File: src/logic/setpoint_pkg.sv
// Package: register map, reset values, field layout and timing constants
package setpoint_pkg;
  // Register byte offsets
  localparam logic [7:0] REG_VSET    = 8'h00; // Immediate voltage setpoint (uV)
  localparam logic [7:0] REG_VSTEP   = 8'h04; // voltage_step_size (uV), write 0 = default
  localparam logic [7:0] REG_VPEND   = 8'h08; // pending_voltage_setpoint (uV)
  localparam logic [7:0] REG_ISET    = 8'h0c; // Immediate current setpoint (uA)
  localparam logic [7:0] REG_IPEND   = 8'h10; // Pending current setpoint (uA)
  localparam logic [7:0] REG_OVLEVEL = 8'h14; // overvoltage_trip_level (uV)
  localparam logic [7:0] REG_CTRL    = 8'h18; // Control bits
  localparam logic [7:0] REG_CMD     = 8'h1c; // Command strobes (write only)
  localparam logic [7:0] REG_STATUS  = 8'h20; // Status (read only)
  localparam logic [7:0] REG_DELAY   = 8'h24; // trigger_delay_setting (s)
  localparam logic [7:0] REG_VPEAK   = 8'h28; // Measured peak voltage (uV, read only)
  localparam logic [7:0] REG_VLIMIT  = 8'h2c; // Range max voltage (uV, read only)
  localparam logic [7:0] REG_ILIMIT  = 8'h30; // Range max current (uA, read only)
  localparam logic [7:0] REG_ERRCODE = 8'h34; // Last execution error code (read only)

  // CTRL bit positions
  localparam int CTRL_GUARD = 0; // overvoltage_guard_enable
  localparam int CTRL_RANGE = 1; // output_range_select: 1 = high
  localparam int CTRL_SRC   = 2; // trigger_source_select: 1 = immediate
  localparam int CTRL_STEPQ = 3; // Step readback shows default resolution
  // CMD bit positions
  localparam int CMD_UP    = 0;
  localparam int CMD_DOWN  = 1;
  localparam int CMD_CLEAR = 2; // overvoltage_latch_clear
  localparam int CMD_ARM   = 3;
  localparam int CMD_TRG   = 4;
  localparam int CMD_WAIT  = 5;
  localparam int CMD_OPC   = 6;
  localparam int CMD_RST   = 7;
  localparam int CMD_CLS   = 8;
  // STATUS bit positions
  localparam int ST_TRIP   = 0;
  localparam int ST_OVFLAG = 1; // overvoltage_flag in questionable status
  localparam int ST_ARMED  = 2;
  localparam int ST_DELAY  = 3;
  localparam int ST_OPC    = 4; // Standard event bit 0
  localparam int ST_DONE   = 5; // Completion query answer
  localparam int ST_BUSY   = 6;
  localparam int ST_PENDV  = 7;
  localparam int ST_ERR    = 8;

  // Setpoint values in microvolts / microamps
  localparam logic [31:0] VSTEP_MIN_A = 32'd360;      // 0.36 mV
  localparam logic [31:0] VSTEP_MIN_B = 32'd950;      // 0.95 mV
  localparam logic [31:0] VMAX_LOW    = 32'd8240000;  // 8.24 V
  localparam logic [31:0] VMAX_HIGH   = 32'd20600000; // 20.60 V
  localparam logic [31:0] IMAX_LOW    = 32'd20600000; // 20.60 A
  localparam logic [31:0] IMAX_HIGH   = 32'd10300000; // 10.30 A
  localparam logic [31:0] VMIN        = 32'd0;
  localparam logic [31:0] OVLEVEL_RST = 32'd22000000;
  localparam logic [31:0] ISET_RST    = 32'd20000000;
  localparam logic [11:0] DELAY_MAX   = 12'd3600;
  localparam logic [15:0] ERR_RANGE   = 16'hff22;     // -222, data out of range

  // One second tick derived from 125 MHz
  localparam int CLK_HZ       = 125000000;
  localparam int TICK_SECONDS = 1;
  localparam int TICK_CYCLES  = CLK_HZ * TICK_SECONDS;

  typedef struct packed {
    logic guard_en;
    logic range_high;
    logic src_imm;
    logic step_def_q;
  } ctrl_s;
endpackage

File: src/logic/output_setpoint_trigger_control.sv
// Setpoint, overvoltage guard and trigger controller with AXI4-Lite registers
`timescale 1ns/1ps
// Summary of operation
// Step up/down moves voltage setpoint by exactly the programmed step size
// Default step is minimum resolution; command reset restores that minimum
// Step query returns programmed step, or minimum resolution when default asked
// Pending voltage setpoint copies to output only on trigger
// Unprogrammed pending level reads back as immediate voltage setpoint
// Peak above trip level with guard enabled shorts output, sets flag
// Guard enable is settable, reads 0 or 1, forced on by reset command
// Trip status reads 1 while latched and uncleared, else 0
// Clear releases latch, restores prior setpoint, keeps trip level
// Host lowers setpoint or raises level and removes cause before clearing
// Low range caps 8.24 V and 20.60 A; reset selects low range
// High range caps 20.60 V and 10.30 A
// Range readback shows high or low range code
// Min/max readbacks give lowest and highest levels for current range; only the max readbacks (VLIMIT, ILIMIT) exist
// Trigger source volatile, returns to bus at power-up and reset
// Delay accepted 0 to 3600 s, reset to 0
// Delay applies only for bus source, ignored for immediate
// Arm with immediate source does one full trigger cycle at once
// Arm with bus source only arms; bus trigger acts after delay
// Software trigger acts only with bus source, same as group trigger
// Wait holds further commands until pending trigger action completes
// Completion sets done flag for query or event bit 0 for command
// Host enters remote mode before serial software triggers
// Step beyond rated min or max rejected with error -222
// Delay timed by one-second tick; triggers refused while delay runs
// Setpoint updates take one cycle; trip latch has priority
module output_setpoint_trigger_control #(
  parameter int          TICK_CYCLES = setpoint_pkg::TICK_CYCLES,
  parameter logic [31:0] VSTEP_MIN   = setpoint_pkg::VSTEP_MIN_A
) (
  input  wire logic        aclk,
  input  wire logic        aresetn,
  input  wire logic [7:0]  s_axi_awaddr,
  input  wire logic        s_axi_awvalid,
  output logic             s_axi_awready,
  input  wire logic [31:0] s_axi_wdata,
  input  wire logic [3:0]  s_axi_wstrb,
  input  wire logic        s_axi_wvalid,
  output logic             s_axi_wready,
  output logic [1:0]       s_axi_bresp,
  output logic             s_axi_bvalid,
  input  wire logic        s_axi_bready,
  input  wire logic [7:0]  s_axi_araddr,
  input  wire logic        s_axi_arvalid,
  output logic             s_axi_arready,
  output logic [31:0]      s_axi_rdata,
  output logic [1:0]       s_axi_rresp,
  output logic             s_axi_rvalid,
  input  wire logic        s_axi_rready,
  input  wire logic        group_trigger,
  input  wire logic [31:0] peak_voltage,
  output logic [31:0]      voltage_setpoint,
  output logic [31:0]      current_setpoint,
  output logic             output_short
);
  setpoint_pkg::ctrl_s ctrl_q;
  logic [31:0] vset_q, vstep_q, vpend_q, iset_q, ipend_q, ovlevel_q, vsaved_q;
  logic [31:0] peak_s1_q, peak_q;
  logic        get_s1_q, get_s2_q, get_s3_q;
  logic        pend_prog_q, trip_q, armed_q, dly_q, opc_pend_q, opc_q, done_q;
  logic        err_q;
  logic [15:0] errcode_q;
  logic [11:0] delay_q, dly_cnt_q;
  logic [26:0] tick_cnt_q;
  logic        tick;
  logic [7:0]  aw_q;
  logic [31:0] w_q;
  logic        aw_have_q, w_have_q;
  logic        wr_go, bus_trg, fire, busy;
  logic [31:0] vmax, imax, wmask, wr_val;

  // Write channel: capture address and data in either order
  assign s_axi_awready = !aw_have_q && !s_axi_bvalid;
  assign s_axi_wready  = !w_have_q && !s_axi_bvalid;
  // Any command register write stalls write completion while a delayed action runs
  assign busy   = dly_q || armed_q && ctrl_q.src_imm;
  assign wr_go  = aw_have_q && w_have_q && !s_axi_bvalid &&
                  !(busy && aw_q == setpoint_pkg::REG_CMD);
  assign s_axi_bresp = 2'b00;
  assign s_axi_rresp = 2'b00;

  always_ff @(posedge aclk) begin
    if (!aresetn) begin
      aw_have_q <= 1'b0;
      w_have_q  <= 1'b0;
      aw_q      <= 8'h00;
      w_q       <= 32'h0000_0000;
      s_axi_bvalid <= 1'b0;
    end else begin
      if (s_axi_awvalid && s_axi_awready) begin
        aw_have_q <= 1'b1;
        aw_q      <= s_axi_awaddr;
      end
      if (s_axi_wvalid && s_axi_wready) begin
        w_have_q <= 1'b1;
        w_q      <= s_axi_wdata & wmask;
      end
      if (wr_go) begin
        aw_have_q    <= 1'b0;
        w_have_q     <= 1'b0;
        s_axi_bvalid <= 1'b1;
      end else if (s_axi_bvalid && s_axi_bready) begin
        s_axi_bvalid <= 1'b0;
      end
    end
  end

  genvar gi;
  generate
    for (gi = 0; gi < 4; gi++) begin : g_strb
      assign wmask[gi*8 +: 8] = {8{s_axi_wstrb[gi]}};
    end
  endgenerate

  assign wr_val = w_q;
  assign vmax = ctrl_q.range_high ? setpoint_pkg::VMAX_HIGH : setpoint_pkg::VMAX_LOW;
  assign imax = ctrl_q.range_high ? setpoint_pkg::IMAX_HIGH : setpoint_pkg::IMAX_LOW;

  function automatic logic [31:0] clip(input logic [31:0] v, input logic [31:0] lim);
    clip = (v > lim) ? lim : v;
  endfunction

  logic wr_cmd, cmd_rst;
  assign wr_cmd  = wr_go && aw_q == setpoint_pkg::REG_CMD;
  assign cmd_rst = wr_cmd && wr_val[setpoint_pkg::CMD_RST];

  // Limits that hold after this edge, so a range change clips setpoints at once
  logic        rng_wr, nx_high;
  logic [31:0] vmax_nx, imax_nx;
  assign rng_wr  = wr_go && aw_q == setpoint_pkg::REG_CTRL;
  assign nx_high = rng_wr ? wr_val[setpoint_pkg::CTRL_RANGE] : ctrl_q.range_high;
  assign vmax_nx = nx_high ? setpoint_pkg::VMAX_HIGH : setpoint_pkg::VMAX_LOW;
  assign imax_nx = nx_high ? setpoint_pkg::IMAX_HIGH : setpoint_pkg::IMAX_LOW;

  // Group trigger pin synchroniser and edge detect
  always_ff @(posedge aclk) begin
    if (!aresetn) begin
      get_s1_q  <= 1'b0;
      get_s2_q  <= 1'b0;
      get_s3_q  <= 1'b0;
      peak_s1_q <= 32'h0000_0000;
      peak_q    <= 32'h0000_0000;
    end else begin
      get_s1_q  <= group_trigger;
      get_s2_q  <= get_s1_q;
      get_s3_q  <= get_s2_q;
      peak_s1_q <= peak_voltage;
      peak_q    <= peak_s1_q;
    end
  end

  // Bus trigger: software command or group trigger, bus source only
  assign bus_trg = !ctrl_q.src_imm && armed_q && !dly_q &&
                   ((wr_cmd && wr_val[setpoint_pkg::CMD_TRG]) ||
                    (get_s2_q && !get_s3_q));
  // Trigger action fires on immediate arm, zero delay, or delay expiry
  logic arm_imm;
  assign arm_imm = wr_cmd && wr_val[setpoint_pkg::CMD_ARM] && ctrl_q.src_imm;
  assign fire = arm_imm || (bus_trg && delay_q == 12'd0) ||
                (dly_q && tick && dly_cnt_q == 12'd1);

  // One-second tick divider
  always_ff @(posedge aclk) begin
    if (!aresetn || !dly_q) begin
      tick_cnt_q <= 27'd0;
    end else if (tick) begin
      tick_cnt_q <= 27'd0;
    end else begin
      tick_cnt_q <= tick_cnt_q + 27'd1;
    end
  end
  assign tick = dly_q && tick_cnt_q == 27'(TICK_CYCLES - 1);

  // Arm and delay state
  always_ff @(posedge aclk) begin
    if (!aresetn || cmd_rst) begin
      armed_q   <= 1'b0;
      dly_q     <= 1'b0;
      dly_cnt_q <= 12'd0;
    end else begin
      if (wr_cmd && wr_val[setpoint_pkg::CMD_ARM] && !ctrl_q.src_imm) begin
        armed_q <= 1'b1;
      end else if (bus_trg) begin
        armed_q <= 1'b0;
      end
      if (bus_trg && delay_q != 12'd0) begin
        dly_q     <= 1'b1;
        dly_cnt_q <= delay_q;
      end else if (dly_q && tick) begin
        dly_cnt_q <= dly_cnt_q - 12'd1;
        if (dly_cnt_q == 12'd1) begin
          dly_q <= 1'b0;
        end
      end
    end
  end

  // Configuration: control, step, delay, trip level
  always_ff @(posedge aclk) begin
    if (!aresetn || cmd_rst) begin
      ctrl_q.guard_en   <= 1'b1;
      ctrl_q.range_high <= 1'b0;
      ctrl_q.src_imm    <= 1'b0;
      ctrl_q.step_def_q <= 1'b0;
      vstep_q           <= VSTEP_MIN;
      delay_q           <= 12'd0;
      ovlevel_q         <= setpoint_pkg::OVLEVEL_RST;
    end else if (wr_go) begin
      unique case (aw_q)
        setpoint_pkg::REG_CTRL: begin
          ctrl_q.guard_en   <= wr_val[setpoint_pkg::CTRL_GUARD];
          ctrl_q.range_high <= wr_val[setpoint_pkg::CTRL_RANGE];
          ctrl_q.src_imm    <= wr_val[setpoint_pkg::CTRL_SRC];
          ctrl_q.step_def_q <= wr_val[setpoint_pkg::CTRL_STEPQ];
        end
        setpoint_pkg::REG_VSTEP:   vstep_q   <= (wr_val == 32'd0) ? VSTEP_MIN : wr_val;
        setpoint_pkg::REG_DELAY:   delay_q   <= (wr_val > 32'(setpoint_pkg::DELAY_MAX)) ?
                                                setpoint_pkg::DELAY_MAX : wr_val[11:0];
        setpoint_pkg::REG_OVLEVEL: ovlevel_q <= wr_val;
        default: ;
      endcase
    end
  end

  // Step bounds check
  logic up_cmd, dn_cmd, up_bad, dn_bad;
  assign up_cmd = wr_cmd && wr_val[setpoint_pkg::CMD_UP];
  assign dn_cmd = wr_cmd && wr_val[setpoint_pkg::CMD_DOWN];
  assign up_bad = {1'b0, vset_q} + {1'b0, vstep_q} > {1'b0, vmax};
  assign dn_bad = vstep_q > vset_q;

  // Setpoints; trip latch wins over every setpoint write
  always_ff @(posedge aclk) begin
    if (!aresetn || cmd_rst) begin
      vset_q      <= setpoint_pkg::VMIN;
      vpend_q     <= setpoint_pkg::VMIN;
      iset_q      <= setpoint_pkg::ISET_RST;
      ipend_q     <= setpoint_pkg::ISET_RST;
      pend_prog_q <= 1'b0;
    end else if (!trip_q) begin
      if (rng_wr) begin
        vset_q  <= clip(vset_q, vmax_nx);
        vpend_q <= clip(vpend_q, vmax_nx);
        iset_q  <= clip(iset_q, imax_nx);
        ipend_q <= clip(ipend_q, imax_nx);
      end
      if (wr_go && aw_q == setpoint_pkg::REG_VSET)  vset_q  <= clip(wr_val, vmax);
      if (wr_go && aw_q == setpoint_pkg::REG_ISET)  iset_q  <= clip(wr_val, imax);
      if (wr_go && aw_q == setpoint_pkg::REG_IPEND) ipend_q <= clip(wr_val, imax);
      if (wr_go && aw_q == setpoint_pkg::REG_VPEND) begin
        vpend_q     <= clip(wr_val, vmax);
        pend_prog_q <= 1'b1;
      end
      if (up_cmd && !up_bad) vset_q <= vset_q + vstep_q;
      if (dn_cmd && !dn_bad) vset_q <= vset_q - vstep_q;
      if (fire) begin
        vset_q <= clip(pend_prog_q ? vpend_q : vset_q, vmax_nx);
        iset_q <= clip(ipend_q, imax_nx);
      end
    end else if (rng_wr) begin
      vset_q  <= clip(vset_q, vmax_nx);
      vpend_q <= clip(vpend_q, vmax_nx);
      iset_q  <= clip(iset_q, imax_nx);
      ipend_q <= clip(ipend_q, imax_nx);
    end
  end

  // Overvoltage trip latch, saved setpoint restored on clear
  always_ff @(posedge aclk) begin
    if (!aresetn) begin
      trip_q   <= 1'b0;
      vsaved_q <= 32'h0000_0000;
    end else if (!trip_q && ctrl_q.guard_en && peak_q > ovlevel_q) begin
      trip_q   <= 1'b1;
      vsaved_q <= vset_q;
    end else if (trip_q && wr_cmd && wr_val[setpoint_pkg::CMD_CLEAR]) begin
      trip_q <= 1'b0;
    end else if (trip_q && rng_wr) begin
      vsaved_q <= clip(vsaved_q, vmax_nx);
    end
  end
  assign output_short     = trip_q;
  assign voltage_setpoint = trip_q ? 32'h0000_0000 : vset_q;
  assign current_setpoint = iset_q;

  // Completion and error flags; hardware set wins over software clear
  always_ff @(posedge aclk) begin
    if (!aresetn) begin
      opc_pend_q <= 1'b0;
      opc_q      <= 1'b0;
      done_q     <= 1'b0;
      err_q      <= 1'b0;
      errcode_q  <= 16'h0000;
    end else begin
      if (wr_cmd && wr_val[setpoint_pkg::CMD_OPC]) opc_pend_q <= 1'b1;
      if (wr_cmd && wr_val[setpoint_pkg::CMD_CLS]) begin
        opc_q  <= 1'b0;
        done_q <= 1'b0;
        err_q  <= 1'b0;
      end
      if (!busy && !(bus_trg && delay_q != 12'd0)) begin
        done_q <= 1'b1;
        if (opc_pend_q) begin
          opc_q      <= 1'b1;
          opc_pend_q <= 1'b0;
        end
      end else begin
        done_q <= 1'b0;
      end
      if ((up_cmd && up_bad) || (dn_cmd && dn_bad)) begin
        err_q     <= 1'b1;
        errcode_q <= setpoint_pkg::ERR_RANGE;
      end
    end
  end

  // Read channel
  logic [31:0] rd_val;
  always_comb begin
    rd_val = 32'h0000_0000;
    unique case (s_axi_araddr)
      setpoint_pkg::REG_VSET:    rd_val = vset_q;
      setpoint_pkg::REG_VSTEP:   rd_val = ctrl_q.step_def_q ? VSTEP_MIN : vstep_q;
      setpoint_pkg::REG_VPEND:   rd_val = pend_prog_q ? vpend_q : vset_q;
      setpoint_pkg::REG_ISET:    rd_val = iset_q;
      setpoint_pkg::REG_IPEND:   rd_val = ipend_q;
      setpoint_pkg::REG_OVLEVEL: rd_val = ovlevel_q;
      setpoint_pkg::REG_CTRL:    rd_val = {28'h0000000, ctrl_q.step_def_q, ctrl_q.src_imm,
                                           ctrl_q.range_high, ctrl_q.guard_en};
      setpoint_pkg::REG_STATUS:  rd_val = {23'h000000, err_q, pend_prog_q, busy, done_q,
                                           opc_q, dly_q, armed_q, trip_q, trip_q};
      setpoint_pkg::REG_DELAY:   rd_val = {20'h00000, delay_q};
      setpoint_pkg::REG_VPEAK:   rd_val = peak_q;
      setpoint_pkg::REG_VLIMIT:  rd_val = vmax;
      setpoint_pkg::REG_ILIMIT:  rd_val = imax;
      setpoint_pkg::REG_ERRCODE: rd_val = {16'h0000, errcode_q};
      default:                   rd_val = 32'h0000_0000;
    endcase
  end

  assign s_axi_arready = !s_axi_rvalid;
  always_ff @(posedge aclk) begin
    if (!aresetn) begin
      s_axi_rvalid <= 1'b0;
      s_axi_rdata  <= 32'h0000_0000;
    end else if (s_axi_arvalid && s_axi_arready) begin
      s_axi_rvalid <= 1'b1;
      s_axi_rdata  <= rd_val;
    end else if (s_axi_rvalid && s_axi_rready) begin
      s_axi_rvalid <= 1'b0;
    end
  end

  // Checks
  property p_step_up;
    @(posedge aclk) disable iff (!aresetn)
      (up_cmd && !up_bad && !dn_cmd && !fire && !trip_q && !cmd_rst) |=>
        vset_q == $past(vset_q) + $past(vstep_q);
  endproperty
  a_step_up: assert property (p_step_up) else $error("step up wrong");

  property p_step_reject;
    @(posedge aclk) disable iff (!aresetn)
      (up_cmd && up_bad && !fire && !cmd_rst) |=> err_q && errcode_q == 16'hff22;
  endproperty
  a_step_reject: assert property (p_step_reject) else $error("range error missing");

  property p_trip;
    @(posedge aclk) disable iff (!aresetn)
      (!trip_q && ctrl_q.guard_en && peak_q > ovlevel_q) |=> output_short && voltage_setpoint == 0;
  endproperty
  a_trip: assert property (p_trip) else $error("trip not latched");

  property p_clear;
    @(posedge aclk) disable iff (!aresetn)
      (trip_q && wr_cmd && wr_val[2]) |=>
        !trip_q && $stable(ovlevel_q) && voltage_setpoint == $past(vsaved_q);
  endproperty
  a_clear: assert property (p_clear) else $error("clear failed");

  property p_vlimit;
    @(posedge aclk) disable iff (!aresetn)
      vset_q <= (ctrl_q.range_high ? 32'd20600000 : 32'd8240000);
  endproperty
  a_vlimit: assert property (p_vlimit) else $error("range cap exceeded");

  property p_imm_fire;
    @(posedge aclk) disable iff (!aresetn)
      (arm_imm && !trip_q && !cmd_rst && pend_prog_q) |=> vset_q == $past(vpend_q);
  endproperty
  a_imm_fire: assert property (p_imm_fire) else $error("immediate trigger missed");

  property p_src_gate;
    @(posedge aclk) disable iff (!aresetn)
      ctrl_q.src_imm |-> !bus_trg;
  endproperty
  a_src_gate: assert property (p_src_gate) else $error("bus trigger in immediate mode");

  property p_delay_max;
    @(posedge aclk) disable iff (!aresetn)
      delay_q <= 12'd3600 && dly_cnt_q <= 12'd3600;
  endproperty
  a_delay_max: assert property (p_delay_max) else $error("delay above limit");
endmodule // output_setpoint_trigger_control

File: config.mk
export PLATFORM = sky130hd
export DESIGN_NAME = output_setpoint_trigger_control
export DESIGN_NICKNAME = d
export VERILOG_FILES = /design/src/logic/setpoint_pkg.sv /design/src/logic/output_setpoint_trigger_control.sv
export SDC_FILE = /design/constraint.sdc
export NUM_CORES = 1
export LEC_CHECK = 0
export ABC_AREA = 1
export BUFFER_PORTS_ARGS = -buffer_cell sky130_fd_sc_hd__buf_2
export CAP_MARGIN = 0
export CELL_PAD_IN_SITES_DETAIL_PLACEMENT = 1
export CELL_PAD_IN_SITES_GLOBAL_PLACEMENT = 2
export CORE_MARGIN = 2
export CORE_UTILIZATION = 37
export DETAILED_ROUTE_END_ITERATION = 12
export GPL_ROUTABILITY_DRIVEN = 0
export PLACE_DENSITY_LB_ADDON = 0.1
export SLEW_MARGIN = 0
export SYNTH_ARGS = -nofsm -noshare
export SYNTH_HDL_FRONTEND = slang
export SYNTH_SLANG_ARGS = --single-unit
File: constraint.sdc
create_clock -name aclk -period 10.9 [get_ports aclk]
set_input_delay 0.545 -clock aclk [delete_from_list [all_inputs] [get_ports aclk]]
set_output_delay 0.545 -clock aclk [all_outputs]
set_load 0.1 [all_outputs]
# --- Word-level counts from Yosys, hierarchy flattened ---
# Index checks and enable logic that the tools add are counted.
classes:
  add_sub_neg: 5
  n_mul: 0
  n_div: 0
  order_cmp: 11
  eq_ne: 22
  n_shift: 0
  muxes: 56
  bitwise_logic: 3
  reduce_logical: 86
op_table:
  columns: ["op", "count"]
  rows:
  - ["2-to-1 mux 32 bit", 27]
  - ["case mux 32 bit (13 select lines)", 1]
  - ["> comparator 32 x 25 -> 1 bit", 7]
  - ["2-to-1 mux 25 bit", 4]
  - ["> comparator 32 bit", 2]
  - ["== test 8 x 5 -> 1 bit, second input constant", 7]
  - ["== test 8 x 6 -> 1 bit, second input constant", 7]
  - ["logical AND 1 bit", 45]
  - ["2-to-1 mux 12 bit", 3]
  - ["adder 32 x 32 -> 33 bit", 1]
  - ["> comparator 33 x 25 -> 1 bit", 1]
  - ["adder 32 bit", 1]
  - ["AND 32 bit", 1]
  - ["== test 8 x 4 -> 1 bit, second input constant", 4]
  - ["> comparator 32 x 12 -> 1 bit, second input constant", 1]
  - ["zero test 32 bit", 1]
  - ["subtractor 32 bit", 1]
  - ["adder 27 x 1 -> 27 bit, second input constant", 1]
  - ["== test 27 bit, second input constant", 1]
  - ["2-to-1 mux 1 bit", 21]
  - ["== test 8 x 3 -> 1 bit, second input constant", 2]
  - ["zero test 8 bit", 2]
  - ["zero test 1 bit", 14]
  - ["nonzero test 2 bit", 7]
  - ["8 further kinds", 21]
totals:
  ff_bits: 399
  latch_bits: 0
  ramBits: 0
  mem_bits_ro: 0
  mem_count: 0

# --- Logic depth before layout (Yosys ltp) ---
logic_depth:
  word_depth: 16
  depth_mapped: 33
  ltp_nobuf: 31

# --- Least setup slack after synthesis ---
# No wires, ideal clock.
synth_timing:
  kind: "register to register"
  start: "register s_axi_bvalid"
  end: "register iset_q[11] (netlist: current_setpoint[11])"
  arrival_time_ps: 5802
  slack_ps: 4966
  stages_incl_launch_ff: 23
  synth_period_minus_slack_ps: 5934
  path_cell_list: "dfxtp_1 -> nor3_1 -> nand2_4 -> inv_2 -> nand3_1 -> o21ai_1 -> inv_1 -> ha_1 -> a21oi_1 -> nor2_1 -> o21ai_0 -> a31oi_1 -> nor4_1 -> nand2_1 -> nand2_1 -> clkbuf_1 -> clkinv_1 -> nand2_1 -> nand2_1 -> inv_1 -> a21oi_1 -> nand2_1 -> nand3_1"
synth_via:
  elab_chain_len: 12
synth_lines:
  columns: ["item", "line_no", "source"]
  rows:
  - ["start, declared", "output_setpoint_trigger_control.sv:44", "output logic s_axi_bvalid,"]
  - ["start signal, assigned", "output_setpoint_trigger_control.sv:91", "s_axi_bvalid <= 1'b0;"]
  - ["start signal, assigned", "output_setpoint_trigger_control.sv:104", "s_axi_bvalid <= 1'b1;"]
  - ["start signal, assigned", "output_setpoint_trigger_control.sv:106", "s_axi_bvalid <= 1'b0;"]
  - ["zero test 1 bit *", "output_setpoint_trigger_control.sv:80", "assign wr_go = aw_have_q && w_have_q && !s_axi_bvalid &&"]
  - ["logical AND 1 bit * (2 in a row)", "output_setpoint_trigger_control.sv:80", null]
  - ["logical AND 1 bit, on equally long branches", "output_setpoint_trigger_control.sv:133, output_setpoint_trigger_control.sv:127", null]
  - ["2-to-1 mux 1 bit or logical AND 1 bit (tied branches)", "output_setpoint_trigger_control.sv:134, output_setpoint_trigger_control.sv:157", null]
  - ["2-to-1 mux 25 bit or logical OR 1 bit (tied branches)", "output_setpoint_trigger_control.sv:136, output_setpoint_trigger_control.sv:157", null]
  - ["> comparator 32 x 25 -> 1 bit or logical AND 1 bit (tied branches)", "output_setpoint_trigger_control.sv:123, output_setpoint_trigger_control.sv:156", null]
  - ["2-to-1 mux 32 bit or logical AND 1 bit (tied branches)", "output_setpoint_trigger_control.sv:123, output_setpoint_trigger_control.sv:162", null]
  - ["2-to-1 mux 32 bit or logical OR 1 bit (tied branches)", "output_setpoint_trigger_control.sv:244, output_setpoint_trigger_control.sv:263, output_setpoint_trigger_control.sv:162", null]
  - ["2-to-1 mux 32 bit or logical OR 1 bit (tied branches)", "output_setpoint_trigger_control.sv:251, output_setpoint_trigger_control.sv:162", null]
  - ["2-to-1 mux 32 bit", "output_setpoint_trigger_control.sv:259", "if (fire) begin"]
  - ["2-to-1 mux 32 bit", "output_setpoint_trigger_control.sv:243", "end else if (!trip_q) begin"]
  - ["end signal, assigned", "output_setpoint_trigger_control.sv:247", "iset_q <= clip(iset_q, imax_nx);"]
  - ["end signal, assigned", "output_setpoint_trigger_control.sv:251", "if (wr_go && aw_q == setpoint_pkg::REG_ISET) iset_q <= clip(wr_val, imax);"]
  - ["end signal, assigned", "output_setpoint_trigger_control.sv:261", "iset_q <= clip(ipend_q, imax_nx);"]
  - ["end, declared", "output_setpoint_trigger_control.sv:60", "logic [31:0] vset_q, vstep_q, vpend_q, iset_q, ipend_q, ovlevel_q, vsaved_q;"]
# Every way passes the cells marked *; elsewhere a longest branch is shown, timed or not.
# A chain may end at the register's enable or synchronous reset.

# --- Worst setup path after layout ---
layout_timing:
  start: "register aw_q[0]"
  end: "register ipend_q[21]"
layout_via:
  elab_chain_len: 12
layout_lines:
  columns: ["item", "line_no", "source"]
  rows:
  - ["start, declared", "output_setpoint_trigger_control.sv:69", "logic [7:0] aw_q;"]
  - ["start signal, assigned", "output_setpoint_trigger_control.sv:95", "aw_q <= s_axi_awaddr;"]
  - ["== test 8 x 5 -> 1 bit", "output_setpoint_trigger_control.sv:81, output_setpoint_trigger_control.sv:127", null]
  - ["logical AND 1 bit", "output_setpoint_trigger_control.sv:81", "!(busy && aw_q == setpoint_pkg::REG_CMD);"]
  - ["zero test 1 bit", "output_setpoint_trigger_control.sv:81", null]
  - ["logical AND 1 bit", "output_setpoint_trigger_control.sv:80", null]
  - ["logical AND 1 bit", "output_setpoint_trigger_control.sv:133", "assign rng_wr = wr_go && aw_q == setpoint_pkg::REG_CTRL;"]
  - ["2-to-1 mux 1 bit", "output_setpoint_trigger_control.sv:134", "assign nx_high = rng_wr ? wr_val[setpoint_pkg::CTRL_RANGE] : ctrl_q.range_high;"]
  - ["2-to-1 mux 25 bit", "output_setpoint_trigger_control.sv:136", "assign imax_nx = nx_high ? setpoint_pkg::IMAX_HIGH : setpoint_pkg::IMAX_LOW;"]
  - ["> comparator 32 x 25 -> 1 bit", "output_setpoint_trigger_control.sv:123", "clip = (v > lim) ? lim : v;"]
  - ["2-to-1 mux 32 bit", "output_setpoint_trigger_control.sv:123", null]
  - ["2-to-1 mux 32 bit", "output_setpoint_trigger_control.sv:244, output_setpoint_trigger_control.sv:263", null]
  - ["2-to-1 mux 32 bit", "output_setpoint_trigger_control.sv:252", "if (wr_go && aw_q == setpoint_pkg::REG_IPEND) ipend_q <= clip(wr_val, imax);"]
  - ["2-to-1 mux 32 bit", "output_setpoint_trigger_control.sv:243", null]
  - ["end signal, assigned", "output_setpoint_trigger_control.sv:248", "ipend_q <= clip(ipend_q, imax_nx);"]
  - ["end signal, assigned", "output_setpoint_trigger_control.sv:252", null]
  - ["end signal, assigned", "output_setpoint_trigger_control.sv:267", "ipend_q <= clip(ipend_q, imax_nx);"]
  - ["end, declared", "output_setpoint_trigger_control.sv:60", null]
# Several ways; a longest one is shown, not always the timed one.

==> summary.md <==
| Metric | Value |
|---|---|
| Slew Limit Fails | `0` |
| Final setup TNS | `0 ns` |
| Fmax | `around 160 MHz` |
| Fraction of layout cells with a size suffix above 1 | `0.109` |
| Crit Reg-Reg Startpoint | `aw_q[0]$_SDFFE_PN0P_` |
| Post-CTS resize count | `0` |
| Crit path max fanout | `47` |
| Hold Crit Start | `peak_voltage[10]` |
| Seq/Total Area, Yosys | `0.288` |
| Layout Nets | `4594` |
| Die area | `77300 um2` |
| Internal | `2.80 mW` |
| Routed length per instance | `~26 um` |
| Die width | `278 um` |
| Netlist cell types | `65` |
| Post-synth top area cell | `dfxtp_1` |
| Vias per cell | `5.77` |
| CTS max path bufs | `3` |
| Core Region | `74300 um2` |
| R2R depth | `25` |
| Clock Latency Late Sink | `0.64 ns` |
| Req. time, crit path | `11.37 ns` |
| Flops & latches, synth | `399` |
| Mapped Area | `27800 um2` |
| Post-route setup slack | `4.84 ns` |
| Setup slack, reg-to-reg | `4.84 ns` |
| Hold crit path type | `in -> reg` |
| Hold Path End | `peak_s1_q[10]$_SDFF_PN0_` |
| Top-area cell type share of the netlist area | `0.288` |
| Least-Margin Pin Slew | `around 1.2 ns` |
| Logic pwr share | `0.273` |
| Startpoint types | `flip-flop` |
| Most frequent cells after synthesis | `nand2_1 (869), inv_1 (572), dfxtp_1 (399), a21oi_1 (358), nor2_1 (342)` |
| Top_reg_cell synth | `dfxtp_1` |
| Final Cell Area | `31100 um2` |
| Worst clock skew | `0.0484 ns` |
| Number of synthesized flops with an enable pin | `0` |
| Finish-stage setup viols | `0` |
| Root buf cell | `clkbuf_16` |
| RR Endpoint | `ipend_q[21]$_SDFF_PP1_` |
| Num CTS Buffers | `50` |
| CTS clk-pin slew, worst paths | `0.06 ns` |
| Rel. slew slack | `0.185` |
| Sw frac | `0.391` |
| CP arrival | `6.54 ns` |
| Setup Buffers After CTS | `0` |
| Setup crit end kind | `flip-flop` |
| Seq pwr share | `0.358` |
| YS warnings | `0` |
| ANT nets after route | `0` |
| RSZ-0062 raised after global routing | `false` |
| Avg Inst Size Synth | `about 6.6 um2` |
| Htree depth | `2` |
| Vias in the first global route | `29700` |
| Iteration-0 DRC Markers | `2882` |
| Die height | `278 um` |
| Outcome | `completed` |
| Share of power burned in the clock network | `0.369` |
| Initial antenna violation count | `7` |
| Fillers | `~9800` |
| Number of cell rows | `100` |
| Syn Inst Count | `approximately 4200` |
| # DRC | `0` |
| Via count | `30600` |
| Endpoints failing hold | `0` |
| Synth area leaders | `dfxtp_1 (29%), nand2_1 (12%), ha_1 (9.3%)` |
| Critical Path Start | `aw_q[0]$_SDFFE_PN0P_` |
| GRT Util Overall | `0.353` |
| Max VDD drop | `0.111 mV` |
| Area delta synth->final | `11.9%` |
| Pin count of the biggest net entering global routing | `70` |
| Count leader, synth | `nand2_1` |
| Async set or reset register ratio after synthesis | `0` |
| GRT overflow | `0` |
| Pre-Repair DR Iteration Count | `6` |
| TritonCTS Sinks | `399` |
| Leakage power | `14.5 nW` |
| Detailed Route WL | `140000 um` |
| Total Power | `4.60 mW` |
| # Max-Cap Violations | `0` |
| NetSw | `1.80 mW` |
| Top Ports | `198` |
| DP Wirelength | `109000 um` |
| CTS tree | `yes` |
| Crit path kind | `reg -> reg` |
| Hold Path Depth | `3` |
| Cts hold-fix bufs | `0` |
| P per Cell Area | `148 nW/um2` |
| Buffers added on ports | `193` |
| Placed instance area | `29400 um2` |
| Tmin final | `6.06 ns` |
| First-pass GRT wire length | `203000 um` |
| Fraction of the cycle the final worst path needs | `0.556` |
| Pre-CTS setup slack | `between 4 and 5 ns` |
| Initial Utilization | `0.374` |
metal layers:
metal / global-route usage / share of wire / up-vias
li1: - / - / 14200
met1: 0.489 / 0.44 / 14800
met2: 0.528 / 0.42 / 1314
met3: 0.0657 / 0.087 / 292
met4: 0.162 / 0.053 / 4
met5: 0 / 0.00018 / -
how the worst max path moves through the flow:
stage / end / slack, ns / cells after the start
after floorplan: current_setpoint[11]$_SDFF_PP1_ / 4.97 / 22
after global placement: ipend_q[10]$_SDFF_PP1_ / 5.15 / 25
after detailed placement: ipend_q[21]$_SDFF_PP1_ / 4.99 / 24
after CTS: ipend_q[21]$_SDFF_PP1_ / 4.99 / 24
after global routing: ipend_q[10]$_SDFF_PP1_ / 4.33 / 25
final: ipend_q[21]$_SDFF_PP1_ / 4.84 / 25
power by group through the flow:
| stage | registers [mW] | logic, mW | clock network [mW] |
|---|---|---|---|
| after floorplan | 1.71 | 0.756 | 0 |
| after global placement | 1.67 | 1.22 | 0 |
| after detailed placement | 1.67 | 1.23 | 0 |
| after CTS | 1.64 | 1.23 | 1.72 |
| after global routing | 1.64 | 1.35 | 1.77 |
| final | 1.65 | 1.26 | 1.70 |
critical path, cell delays in order (launching register included):
cell	delay [ns]
dfxtp_1	0.30
or2_1	0.25
nor2_1	0.14
nand2_1	0.11
nor2_2	0.13
nand2_1	0.11
nand2_4	0.15
inv_2	0.08
nand3_1	0.07
buf_4	0.31
o21ai_2	0.10
inv_2	0.82
ha_1	0.26
nand4_1	0.14
nor3_1	0.21
o21ai_0	0.13
o2111ai_1	0.09
nand2_1	0.07
nand2_1	0.07
nand2_1	0.49
nor2_1	0.51
inv_1	0.45
o21ai_0	0.53
inv_1	0.13
o21ai_0	0.10
o211ai_1	0.10
metrics by stage:
stage          cells   util  hold slack (ns)
3_5_place_dp    5211  0.396            0.401
4_1_cts         5297  0.418           0.0659
5_1_grt         5298  0.418           0.0960
6_report        5299  0.418           0.0905
2_1_floorplan   4201      -            0.390
3_3_place_gp    5211  0.396            0.398
cell families (layout without fill, tap and decap cells):
kind of cell    after synthesis  count (layout)  synth area share
fa+ha+maj                   208             208            0.0942
flops                       399             399             0.288
other cells                   1               6          0.000135
compound gates              986             986             0.210
simple gates               1745            1745             0.274
xor+xnor                     54              54            0.0170
buf+inv                     805             932             0.117
final cells by class:
type | count | area, um2 | area share
repair buffers | 243 | 1340 | 0.0432
inverters | 603 | 2260 | 0.0728
clock buffers | 73 | 1470 | 0.0472
flip-flops and latches | 399 | 7990 | 0.257
diodes | 2 | 5.00 | 0.000161
multi-input cells | 2997 | 16600 | 0.535
well taps | 969 | 1210 | 0.0390
clock inverters | 13 | 181 | 0.00584
cells in the final DEF, fill, tap and decap left out, types with 7 or more instances in the layout:
cell type / instances
o21ai_0: 298
o2111ai_1: 9
nor2_2: 24
a211oi_1: 90
nor3_1: 80
a221oi_1: 47
nand3_1: 229
nor4_1: 49
o22ai_1: 20
o221ai_1: 7
clkbuf_8: 13
a21oi_1: 358
clkbuf_16: 50
inv_2: 28
o21a_1: 9
buf_2: 192
nand3b_1: 13
o211ai_1: 31
o41ai_1: 7
clkbuf_1: 10
or2_2: 9
xor2_1: 49
nand4_1: 72
nor2_1: 339
nand2_2: 33
o21bai_1: 20
nand2_1: 867
a31oi_1: 22
buf_4: 51
a21oi_2: 24
o31ai_1: 7
nor3_2: 7
dfxtp_1: 397
inv_1: 569
ha_1: 206
No activity file was read; power rests on OpenSTA's default activity.
